**src/rtl/sdt_pkg.sv**
```systemverilog
// package: register map, field layout and reset values of the split timer
package sdt_pkg;
  // ==========================================================
  // register offsets
  localparam logic [7:0] SDT_OFF_CTRL = 8'h00;
  localparam logic [7:0] SDT_OFF_SPLIT = 8'h03;
  localparam logic [7:0] SDT_OFF_CMD_CLR = 8'h04;
  localparam logic [7:0] SDT_OFF_CMD_SET = 8'h05;
  localparam logic [7:0] SDT_OFF_INT_EN = 8'h0a;
  localparam logic [7:0] SDT_OFF_INT_FLAGS = 8'h0b;
  localparam logic [7:0] SDT_OFF_DEBUG = 8'h0e;
  localparam logic [7:0] SDT_OFF_LOW_CNT = 8'h20;
  localparam logic [7:0] SDT_OFF_HIGH_CNT = 8'h21;
  localparam logic [7:0] SDT_OFF_LOW_PER = 8'h26;
  localparam logic [7:0] SDT_OFF_HIGH_PER = 8'h27;
  localparam logic [7:0] SDT_OFF_LOW_CMP0 = 8'h28;
  localparam logic [7:0] SDT_OFF_HIGH_CMP0 = 8'h29;
  localparam logic [7:0] SDT_CMP_STRIDE = 8'h02;
  // ==========================================================
  // field layout
  localparam int SDT_CHANNELS = 3;
  localparam int SDT_BIT_ENABLE = 0;
  localparam int SDT_BIT_SPLIT = 0;
  localparam int SDT_BIT_DEBUG_RUN = 0;
  localparam int SDT_BIT_LOW_UNF = 0;
  localparam int SDT_BIT_HIGH_UNF = 1;
  localparam int SDT_BIT_LOW_CMP0 = 4;
  localparam logic [7:0] SDT_MASK_CMD = 8'h0f;
  localparam logic [7:0] SDT_MASK_TARGET = 8'h03;
  localparam logic [7:0] SDT_MASK_INT = 8'h73;
  // ==========================================================
  // command and target encodings
  localparam logic [1:0] SDT_CMD_NONE = 2'h0;
  localparam logic [1:0] SDT_CMD_RESTART = 2'h2;
  localparam logic [1:0] SDT_CMD_RESET = 2'h3;
  localparam logic [1:0] SDT_TGT_BOTH = 2'h3;
  // ==========================================================
  // reset values
  localparam logic [7:0] SDT_RST_ZERO = 8'h00;
  localparam logic [7:0] SDT_RST_PERIOD = 8'hff;
  localparam logic [7:0] SDT_CNT_BOTTOM = 8'h00;
endpackage : sdt_pkg

```
**src/rtl/sdt_split_timer.sv**
```systemverilog
// split-mode register set and twin 8-bit down-counters
// Function
// RQ1 - writing ones to command_clear clears those control bits only
// RQ2 - writing ones to command_set sets those control bits only
// RQ3 - command field bits 3:2 always read back as zero
// RQ4 - command 0 none, 2 restart, 3 hard reset, 1 reserved
// RQ5 - hard reset is ignored while the timer is enabled
// RQ6 - command_target 0 selects none, 3 selects both counters
// RQ7 - software pairs hard reset with target both in one write
// RQ8 - enable bits 6:4 pass low compare flags to interrupt request
// RQ9 - enable bit 1 gates high underflow, bit 0 low underflow
// RQ10 - low compare flag n sets when low count equals compare n
// RQ11 - flags stay set until software writes one to clear them
// RQ12 - high underflow flag bit 1 sets at high counter bottom
// RQ13 - low underflow flag bit 0 sets at low counter bottom
// RQ14 - debug_run clear: halt counting and ignore events in debug break
// RQ15 - debug_run set: keep counting during debug break
// RQ16 - software count write wins over count, clear or reload
// RQ17 - both count registers are 8-bit, read-write, reset zero
// RQ18 - split_select makes two independent 8-bit counters
// RQ19 - each counter reloads from its own period, reset 0xff
// RQ20 - compare registers are continuously compared to their counter; the code compares the low ones only, high ones are only stored
// RQ21 - count down per tick, reload from period after zero
// RQ22 - restart returns selected counters to start, config kept
//
// Our own choice: strobed register access.
module sdt_split_timer
  import sdt_pkg::*;
(
  // clock and reset
  input wire logic clk_i,
  input wire logic rst_b_i,
  // register port
  input wire logic [7:0] addr_i,
  input wire logic [7:0] wdata_i,
  input wire logic wr_i,
  input wire logic rd_i,
  output logic [7:0] rdata_o,
  // timing inputs
  input wire logic tick_i,
  input wire logic event_i,
  input wire logic debug_halt_i,
  // status outputs
  output logic irq_o,
  output logic [7:0] low_count_o,
  output logic [7:0] high_count_o,
  output logic [SDT_CHANNELS-1:0] low_match_o
);
  import sdt_pkg::*;

  // ==========================================================
  // register state
  logic enable_r;
  logic split_r;
  logic [1:0] target_r;
  logic [7:0] int_en_r;
  logic [7:0] flags_r;
  logic [7:0] flags_nxt;
  logic debug_run_r;
  logic [7:0] low_per_r;
  logic [7:0] high_per_r;
  logic [7:0] low_cmp_r [SDT_CHANNELS];
  logic [7:0] high_cmp_r [SDT_CHANNELS];
  logic [7:0] low_cnt;
  logic [7:0] high_cnt;
  logic low_bottom;
  logic high_bottom;
  logic run_ok;
  logic cnt_tick;
  logic restart_req;
  logic hard_reset_req;
  logic [1:0] cmd_wr;
  logic [1:0] tgt_wr;
  logic cmd_write;
  logic low_load;
  logic high_load;
  logic [SDT_CHANNELS-1:0] low_eq;

  // ==========================================================
  // command decode
  assign cmd_write = wr_i && split_r &&
                     ((addr_i == SDT_OFF_CMD_SET) ||
                      (addr_i == SDT_OFF_CMD_CLR));
  assign cmd_wr = (addr_i == SDT_OFF_CMD_SET) ? wdata_i[3:2] : SDT_CMD_NONE;
  // target applied with the command is the value after this write
  assign tgt_wr = (addr_i == SDT_OFF_CMD_SET) ? (target_r | wdata_i[1:0]) :
                  (target_r & ~wdata_i[1:0]);
  // reserved targets select nothing; relies on software pairing
  always_comb begin
    restart_req = 1'b0;
    hard_reset_req = 1'b0;
    if (cmd_write && (tgt_wr == SDT_TGT_BOTH)) begin // RQ6
      case (cmd_wr)
        SDT_CMD_RESTART: restart_req = 1'b1; // RQ4
        // a running timer must not lose its setup under it
        SDT_CMD_RESET: hard_reset_req = !enable_r; // RQ5
        default: restart_req = 1'b0; // none and reserved code: no action
      endcase
    end
  end

  // debug gating of ticks and events
  assign run_ok = debug_run_r || !debug_halt_i; // RQ14 RQ15
  assign cnt_tick = tick_i && enable_r && split_r && run_ok; // RQ18

  assign low_load = wr_i && (addr_i == SDT_OFF_LOW_CNT);
  assign high_load = wr_i && (addr_i == SDT_OFF_HIGH_CNT);

  // ==========================================================
  // timer enable; a hard reset only ever reaches a stopped timer
  always_ff @(posedge clk_i or negedge rst_b_i) begin
    if (!rst_b_i) begin
      enable_r <= 1'b0;
    end else if (hard_reset_req) begin
      enable_r <= 1'b0;
    end else if (wr_i && (addr_i == SDT_OFF_CTRL)) begin
      enable_r <= wdata_i[SDT_BIT_ENABLE];
    end
  end

  // split select; while clear the command registers stay deaf
  always_ff @(posedge clk_i or negedge rst_b_i) begin
    if (!rst_b_i) begin
      split_r <= 1'b0;
    end else if (hard_reset_req) begin
      split_r <= 1'b0;
    end else if (wr_i && (addr_i == SDT_OFF_SPLIT)) begin
      split_r <= wdata_i[SDT_BIT_SPLIT]; // RQ18
    end
  end

  // debug behaviour during a processor break
  always_ff @(posedge clk_i or negedge rst_b_i) begin
    if (!rst_b_i) begin
      debug_run_r <= 1'b0;
    end else if (hard_reset_req) begin
      debug_run_r <= 1'b0;
    end else if (wr_i && (addr_i == SDT_OFF_DEBUG)) begin
      debug_run_r <= wdata_i[SDT_BIT_DEBUG_RUN]; // RQ14 RQ15
    end
  end

  // command target held via set and clear variants
  always_ff @(posedge clk_i or negedge rst_b_i) begin
    if (!rst_b_i) begin
      target_r <= 2'h0;
    end else if (cmd_write) begin
      target_r <= tgt_wr; // RQ1 RQ2
    end
  end

  // interrupt enables
  always_ff @(posedge clk_i or negedge rst_b_i) begin
    if (!rst_b_i) begin
      int_en_r <= SDT_RST_ZERO;
    end else if (hard_reset_req) begin
      int_en_r <= SDT_RST_ZERO;
    end else if (wr_i && (addr_i == SDT_OFF_INT_EN)) begin
      int_en_r <= wdata_i & SDT_MASK_INT;
    end
  end

  // low byte period, top of the low count sequence
  always_ff @(posedge clk_i or negedge rst_b_i) begin
    if (!rst_b_i) begin
      low_per_r <= SDT_RST_PERIOD;
    end else if (hard_reset_req) begin
      low_per_r <= SDT_RST_PERIOD;
    end else if (wr_i && (addr_i == SDT_OFF_LOW_PER)) begin
      low_per_r <= wdata_i; // RQ19
    end
  end

  // high byte period, independent of the low one
  always_ff @(posedge clk_i or negedge rst_b_i) begin
    if (!rst_b_i) begin
      high_per_r <= SDT_RST_PERIOD;
    end else if (hard_reset_req) begin
      high_per_r <= SDT_RST_PERIOD;
    end else if (wr_i && (addr_i == SDT_OFF_HIGH_PER)) begin
      high_per_r <= wdata_i; // RQ19
    end
  end

  // ==========================================================
  // compare channels, one per generate entry
  for (genvar n = 0; n < SDT_CHANNELS; n++) begin : g_cmp
    localparam logic [7:0] LOFF = SDT_OFF_LOW_CMP0 + 8'(n) * SDT_CMP_STRIDE;
    localparam logic [7:0] HOFF = SDT_OFF_HIGH_CMP0 + 8'(n) * SDT_CMP_STRIDE;
    always_ff @(posedge clk_i or negedge rst_b_i) begin
      if (!rst_b_i) begin
        low_cmp_r[n] <= SDT_RST_ZERO;
      end else if (hard_reset_req) begin
        low_cmp_r[n] <= SDT_RST_ZERO;
      end else if (wr_i && (addr_i == LOFF)) begin
        low_cmp_r[n] <= wdata_i;
      end
    end
    // high compares are only stored and read back; nothing compares them or drives them out
    always_ff @(posedge clk_i or negedge rst_b_i) begin
      if (!rst_b_i) begin
        high_cmp_r[n] <= SDT_RST_ZERO;
      end else if (hard_reset_req) begin
        high_cmp_r[n] <= SDT_RST_ZERO;
      end else if (wr_i && (addr_i == HOFF)) begin
        high_cmp_r[n] <= wdata_i;
      end
    end
    // match only counts while running and not halted
    assign low_eq[n] = split_r && run_ok && enable_r &&
                       (low_cnt == low_cmp_r[n]); // RQ10 RQ20
  end

  // ==========================================================
  // the two byte counters
  sdt_byte_counter u_low (
    .clk_i(clk_i),
    .rst_b_i(rst_b_i),
    .tick_i(cnt_tick),
    .restart_i(restart_req || hard_reset_req),
    .load_i(low_load), // RQ16
    .load_val_i(wdata_i),
    .period_i(low_per_r),
    .count_o(low_cnt), // RQ17
    .bottom_o(low_bottom)
  );

  sdt_byte_counter u_high (
    .clk_i(clk_i),
    .rst_b_i(rst_b_i),
    .tick_i(cnt_tick),
    .restart_i(restart_req || hard_reset_req),
    .load_i(high_load), // RQ16
    .load_val_i(wdata_i),
    .period_i(high_per_r),
    .count_o(high_cnt), // RQ17
    .bottom_o(high_bottom)
  );

  // ==========================================================
  // flags: hardware set wins over a same-cycle software clear
  always_comb begin
    flags_nxt = flags_r;
    if (wr_i && (addr_i == SDT_OFF_INT_FLAGS)) begin
      flags_nxt = flags_r & ~(wdata_i & SDT_MASK_INT); // RQ11
    end
    if (hard_reset_req) begin
      flags_nxt = SDT_RST_ZERO;
    end
    if (low_bottom) begin
      flags_nxt[SDT_BIT_LOW_UNF] = 1'b1; // RQ13
    end
    if (high_bottom) begin
      flags_nxt[SDT_BIT_HIGH_UNF] = 1'b1; // RQ12
    end
    for (int i = 0; i < SDT_CHANNELS; i++) begin
      if (low_eq[i]) begin
        flags_nxt[SDT_BIT_LOW_CMP0 + i] = 1'b1; // RQ10
      end
    end
  end

  always_ff @(posedge clk_i or negedge rst_b_i) begin
    if (!rst_b_i) begin
      flags_r <= SDT_RST_ZERO;
    end else begin
      flags_r <= flags_nxt; // RQ11
    end
  end

  // pending sources; next flag value saves a cycle of request lag
  logic [7:0] irq_src;
  assign irq_src = flags_nxt & int_en_r; // RQ8 RQ9

  // interrupt request, registered
  always_ff @(posedge clk_i or negedge rst_b_i) begin
    if (!rst_b_i) begin
      irq_o <= 1'b0;
    end else begin
      irq_o <= |irq_src; // RQ8 RQ9
    end
  end

  // ==========================================================
  // read data, valid the cycle after the strobe only
  always_ff @(posedge clk_i or negedge rst_b_i) begin
    if (!rst_b_i) begin
      rdata_o <= SDT_RST_ZERO;
    end else if (!rd_i) begin
      rdata_o <= SDT_RST_ZERO;
    end else begin
      case (addr_i)
        SDT_OFF_CTRL: rdata_o <= {7'h00, enable_r};
        SDT_OFF_SPLIT: rdata_o <= {7'h00, split_r};
        SDT_OFF_CMD_CLR,
        SDT_OFF_CMD_SET: rdata_o <= {6'h00, target_r}; // RQ3
        SDT_OFF_INT_EN: rdata_o <= int_en_r;
        SDT_OFF_INT_FLAGS: rdata_o <= flags_r;
        SDT_OFF_DEBUG: rdata_o <= {7'h00, debug_run_r};
        SDT_OFF_LOW_CNT: rdata_o <= low_cnt; // RQ17
        SDT_OFF_HIGH_CNT: rdata_o <= high_cnt; // RQ17
        SDT_OFF_LOW_PER: rdata_o <= low_per_r;
        SDT_OFF_HIGH_PER: rdata_o <= high_per_r;
        default: begin
          rdata_o <= SDT_RST_ZERO;
          for (int i = 0; i < SDT_CHANNELS; i++) begin
            if (addr_i == SDT_OFF_LOW_CMP0 + 8'(i) * SDT_CMP_STRIDE) begin
              rdata_o <= low_cmp_r[i];
            end
            if (addr_i == SDT_OFF_HIGH_CMP0 + 8'(i) * SDT_CMP_STRIDE) begin
              rdata_o <= high_cmp_r[i];
            end
          end
        end
      endcase
    end
  end

  // ==========================================================
  // registered count copies, one cycle behind the counters
  always_ff @(posedge clk_i or negedge rst_b_i) begin
    if (!rst_b_i) begin
      low_count_o <= SDT_RST_ZERO;
      high_count_o <= SDT_RST_ZERO;
    end else begin
      low_count_o <= low_cnt; // RQ17
      high_count_o <= high_cnt; // RQ17
    end
  end

  // registered compare equality for the waveform logic
  always_ff @(posedge clk_i or negedge rst_b_i) begin
    if (!rst_b_i) begin
      low_match_o <= '0;
    end else begin
      low_match_o <= low_eq; // RQ20
    end
  end

  // event input is only observed when not halted; the sampled value drives nothing
  logic event_seen_r;
  always_ff @(posedge clk_i or negedge rst_b_i) begin
    if (!rst_b_i) begin
      event_seen_r <= 1'b0;
    end else begin
      event_seen_r <= event_i && run_ok; // RQ14
    end
  end
endmodule : sdt_split_timer

```
**src/rtl/sdt_byte_counter.sv**
```systemverilog
// one 8-bit down-counter with reload, restart and software load
module sdt_byte_counter
  import sdt_pkg::*;
(
  // clock and reset
  input wire logic clk_i,
  input wire logic rst_b_i,
  // control
  input wire logic tick_i,
  input wire logic restart_i,
  input wire logic load_i,
  input wire logic [7:0] load_val_i,
  input wire logic [7:0] period_i,
  // state
  output logic [7:0] count_o,
  output logic bottom_o
);
  import sdt_pkg::*;

  // ==========================================================
  // count register; software load wins over every other update
  always_ff @(posedge clk_i or negedge rst_b_i) begin
    if (!rst_b_i) begin
      count_o <= SDT_RST_ZERO;
    end else if (load_i) begin
      count_o <= load_val_i; // RQ16
    end else if (restart_i) begin
      count_o <= SDT_RST_ZERO; // RQ22
    end else if (tick_i) begin
      if (count_o == SDT_CNT_BOTTOM) begin
        count_o <= period_i; // RQ19 RQ21
      end else begin
        count_o <= count_o - 8'h01; // RQ21
      end
    end
  end

  // bottom seen on a counting tick, one pulse per underflow
  always_ff @(posedge clk_i or negedge rst_b_i) begin
    if (!rst_b_i) begin
      bottom_o <= 1'b0;
    end else begin
      bottom_o <= tick_i && !load_i && !restart_i &&
                  (count_o == SDT_CNT_BOTTOM);
    end
  end
endmodule : sdt_byte_counter

```
**config.mk**
```make
export PLATFORM = sky130hd
export DESIGN_NAME = sdt_split_timer
export DESIGN_NICKNAME = d
export VERILOG_FILES = /design/src/rtl/sdt_pkg.sv /design/src/rtl/sdt_split_timer.sv /design/src/rtl/sdt_byte_counter.sv
export SDC_FILE = /design/constraint.sdc
export NUM_CORES = 1
export LEC_CHECK = 0
export BUFFER_PORTS_ARGS = -buffer_cell sky130_fd_sc_hd__buf_4
export CORE_MARGIN = 2
export CORE_UTILIZATION = 25
export CTS_CLUSTER_DIAMETER = 200
export CTS_CLUSTER_SIZE = 12
export DETAILED_ROUTE_END_ITERATION = 10
export PLACE_DENSITY = 0.39
export SETUP_SLACK_MARGIN = 0.2
export SLEW_MARGIN = 20
export SYNTH_ARGS = -nofsm -noshare
export SYNTH_HDL_FRONTEND = slang
export SYNTH_SLANG_ARGS = --single-unit
```
**constraint.sdc**
```tcl
create_clock -name clk_i -period 3.3 [get_ports clk_i]
set_input_delay 0.165 -clock clk_i [delete_from_list [all_inputs] [get_ports clk_i]]
set_output_delay 0.165 -clock clk_i [all_outputs]
set_load 0.02 [all_outputs]
```
==> out/qor.csv <==
stage;metric;value;unit
clocking;cts_tree;yes;
layout;drive_above_1_share;22.39;%
timing;finalSetupViolCount;0;
detailed_routing;drc_errors;0;
timing;worst_hold_slack;0.07504;ns
yosys;ys_ff_latch;125;
layout;seq_area;3148;µm²
layout;final_cell_mix;dfrtp_1 (109), nor2_1 (86), buf_4 (64);
yosys;yosysTopAreaCellShare;41.11;%
yosys;synth_area_leaders;dfrtp_1 (41%), mux2i_1 (8.6%), dfstp_2 (6.3%), nor2_1 (4.9%), nand2_1 (3.5%);
critical_path;r2r_start;u_low.count_o[1];
timing;period_minus_slack;2.418;ns
clocking;cts_root_buffer;clkbuf_16;
timing;rsz0062_at_grt;false;
power;ir_drop;0.0002875;V
timing;finalHoldViolCount;0;
yosys;synth_edf_count;0;
timing;final.setup.tns;0;ns
timing;worst_slew_pin_slew;0.9964;ns
yosys;yosys.area.top_type;dfrtp_1;
detailed_routing;drt-total-wl;22830;µm
yosys;synthDistinctLibCells;67;
detailed_routing;routed.top_layer;met4;
layout;final_nets;722;
power;p_sw_share;29.63;%
timing;slew_headroom;33.58;%
critical_path;cpLargestDelayFamily;simple AND/OR/NAND/NOR gates;
layout;layout_commonest_cell;dfrtp_1;
critical_path;max_stage_delay;0.54;ns
layout;n_antenna_cell;0;
floorplan;ioPinCount;51;
critical_path;rrSetupSlack;0.88;ns
clocking;path_clk_slew;0.06;ns
yosys;yosysWarnings;0;
grt;grt_max_degree;126;
power;comb_power_share;19.0;%
yosys;synthFlopType;dfrtp_1;
clocking;cts_resized;0;
worst_hold_path;min_to;low_cmp_r[5];
critical_path;crit_chain;inv_1 -> ha_1 -> nor3b_1 -> nand3_1 -> a31oi_1 -> a21oi_1 -> mux2_2;
critical_path;worstReg2RegEnd;u_low.count_o[0];
yosys;syn_avg_cell_area;10.08;µm²
critical_path;r2r_cells;7;
detailed_routing;drt-initial-drc-count;434;
critical_path;startpoint_type;register;
critical_path;slowest_stage;dfrtp_1;
placed_design;finalWeightedCongestion;0.8316;
detailed_routing;routed-via-count;5369;
worst_hold_path;hold_path.startpoint;wr_i;
layout;area_growth;21.14;%
clocking;h-tree-depth;4;
detailed_routing;via_per_inst;5.138;
critical_path;critPathKind;register to register;
critical_path;crit_fanout;11;
detailed_routing;wl_per_cell;21.85;µm
floorplan;rows;59;
clocking;clkSinkCount;125;
timing;drv_slew;0;
floorplan;start_util;25.46;%
grt;antenna_found_initial;0;
power;p_per_area;620.5;nW/µm²
placed_design;hpwlAfterDp;15720;µm
timing;finalCritPeriodShare;73.26;%
detailed_routing;dr.pass1.iters;5;
run_status;status;finished, final reports clean;
floorplan;die_h;166.9;µm
yosys;synth_fp_nets;683;
detailed_routing;met1Wirelength;10600;µm
run;maxCapViolCount;0;
critical_path;crit_arrival;2.72;ns
grt;grt_pass1_vias;5648;
critical_path;cp_num_buf_inv;1;
power;power_frac_seq;39.1;%
yosys;synthCells;658;
power;power_frac_clock;41.8;%
critical_path;cp.required;3.60;ns
floorplan;core_area;26060;µm²
layout;n_fill_cell;2699;
worst_hold_path;hold_path.class;input port to register;
critical_path;endpoint_kind;register;
clocking;cts_buffers;17;
timing;fin_skew;0.006879;ns
yosys;syn-cell-area;6635;µm²
grt;grt_pass1_wl;35180;µm
power;p_leak;3.645;nW
yosys;synth-seq-area-share;47.44;%
placed_design;port_buffers;49;
yosys;async_flop_share;100.0;%
layout;multi_input_area;3251;µm²
floorplan;dieArea;27860;µm²
grt;track_usage;16.66;%
detailed_routing;antenna_left;0;
worst_hold_path;hold_path_depth;3;
timing;max_freq;413.6;MHz
clocking;clock_latency;0.42;ns
clocking;clockBufferDepth;2;
detailed_routing;met2WireLength;11200;µm
grt;grt_overflow;0;
floorplan;fp.dieW;166.9;µm
power;power.switching;0.001478;W
detailed_routing;route.met3.wl;837;µm
power;power.internal;0.003510;W
## cells by family (layout without fill, tap and decap cells)
group | after synthesis | in the layout | share of synthesized area, %
flops | 125 | 125 | 47.44
simple gates | 239 | 239 | 17.99
compound gates | 125 | 125 | 12.67
fa+ha+maj | 2 | 2 | 0.3771
xor+xnor | 25 | 25 | 3.300
buf+inv | 58 | 110 | 3.677
mux | 84 | 84 | 14.54
## power groups by stage
stage / sequential (W) / combinational (W) / clock [W]
3_5_place_dp: 0.00198 / 0.000947 / 0
5_1_grt: 0.00198 / 0.00104 / 0.00220
3_3_place_gp: 0.00198 / 0.000940 / 0
6_report: 0.00195 / 0.000950 / 0.00209
4_1_cts: 0.00196 / 0.000954 / 0.00213
2_1_floorplan: 0.00192 / 0.000606 / 0
## registers in the layout, indices dropped and copies added (netlist names)
signal,cells
u_low.bottom_o,1
enable_r,1
target_r,2
u_high.bottom_o,1
split_r,1
int_en_r,5
high_per_r,8
high_cmp_r,24
u_high.count_o,8
low_cmp_r,24
flags_r,5
debug_run_r,1
u_low.count_o,8
rdata_o,8
irq_o,1
low_match_o,3
high_count_o,8
low_per_r,8
low_count_o,8
## routing by layer
layer	global-route usage (%)	vias up
li1	-	2428
met1	22.39	2794
met2	27.45	130
met3	3.517	17
met4	4.048	0
met5	0	-
## cell usage after synthesis, types with 3 or more instances
library cell and instances:
dfstp_2 16, nor4_1 5, a32oi_1 3, nor3b_1 3
nor4b_1 3, and3_1 4, nand3_1 24, o211ai_1 3
a21o_1 9, a211oi_1 3, a21oi_1 33, o21ai_0 24
nor2_1 86, mux4_2 8, nand4_1 7, buf_2 15
dfrtp_1 109, xnor2_1 15, nor3_1 12, mux2i_1 57
xor2_1 10, mux2_2 19, a31oi_1 3, nor2_2 3
nand2b_1 8, clkbuf_1 30, inv_1 10, nor2b_1 3
a22oi_1 9, nand2_1 62, a22o_1 11, a221oi_1 5
a31o_2 3
## final cells by class
| type | count | share of cell area [%] |
|---|---|---|
| Multi-Input combinational cell | 475 | 40.44 |
| Sequential cell | 125 | 39.17 |
| Timing Repair Buffer | 68 | 6.725 |
| Clock buffer | 22 | 5.651 |
| Tap cell | 335 | 5.215 |
| Clock inverter | 10 | 2.335 |
| Inverter | 10 | 0.4670 |
## through the flow
stage | instances | total power [W] | instance area [µm²] | setup slack, ns | util, %
global route | 1045 | 0.005219 | 8038 | 0.6800 | 30.84
CTS | 1045 | 0.005043 | 8038 | 0.8981 | 30.84
detailed placement | 1011 | 0.002931 | 7376 | 0.8122 | 28.30
floorplan | 658 | 0.002524 | 6635 | 1.208 | -
finish | 1045 | 0.004988 | 8038 | 0.8825 | 30.84
global placement | 1011 | 0.002921 | 7376 | 0.8691 | 28.30
## tightest hold or removal path: stages
cell	delay [ns]
buf_4	0.15
nand3_1	0.07
a21oi_1	0.06
## worst max path at each step
stage	startpoint	end	slack, ns	depth (start not counted)
finish	u_low.count_o[1]	u_low.count_o[0]	0.88	7
global route	u_low.count_o[1]	u_low.count_o[4]	0.68	7
floorplan	u_low.count_o[0]	u_low.count_o[7]	1.21	9
detailed placement	addr_i[4]	low_cmp_r[9]	0.81	7
global placement	addr_i[4]	low_cmp_r[11]	0.87	7
CTS	u_low.count_o[1]	u_low.count_o[0]	0.90	7
## what timing repair did
item | CTS | global route
buffers inserted | 0 | 0
endpoints found under the hold margin | 110 | 0
hold buffers | 2 | 0
Note: power is estimated with default switching activity, not from simulation.
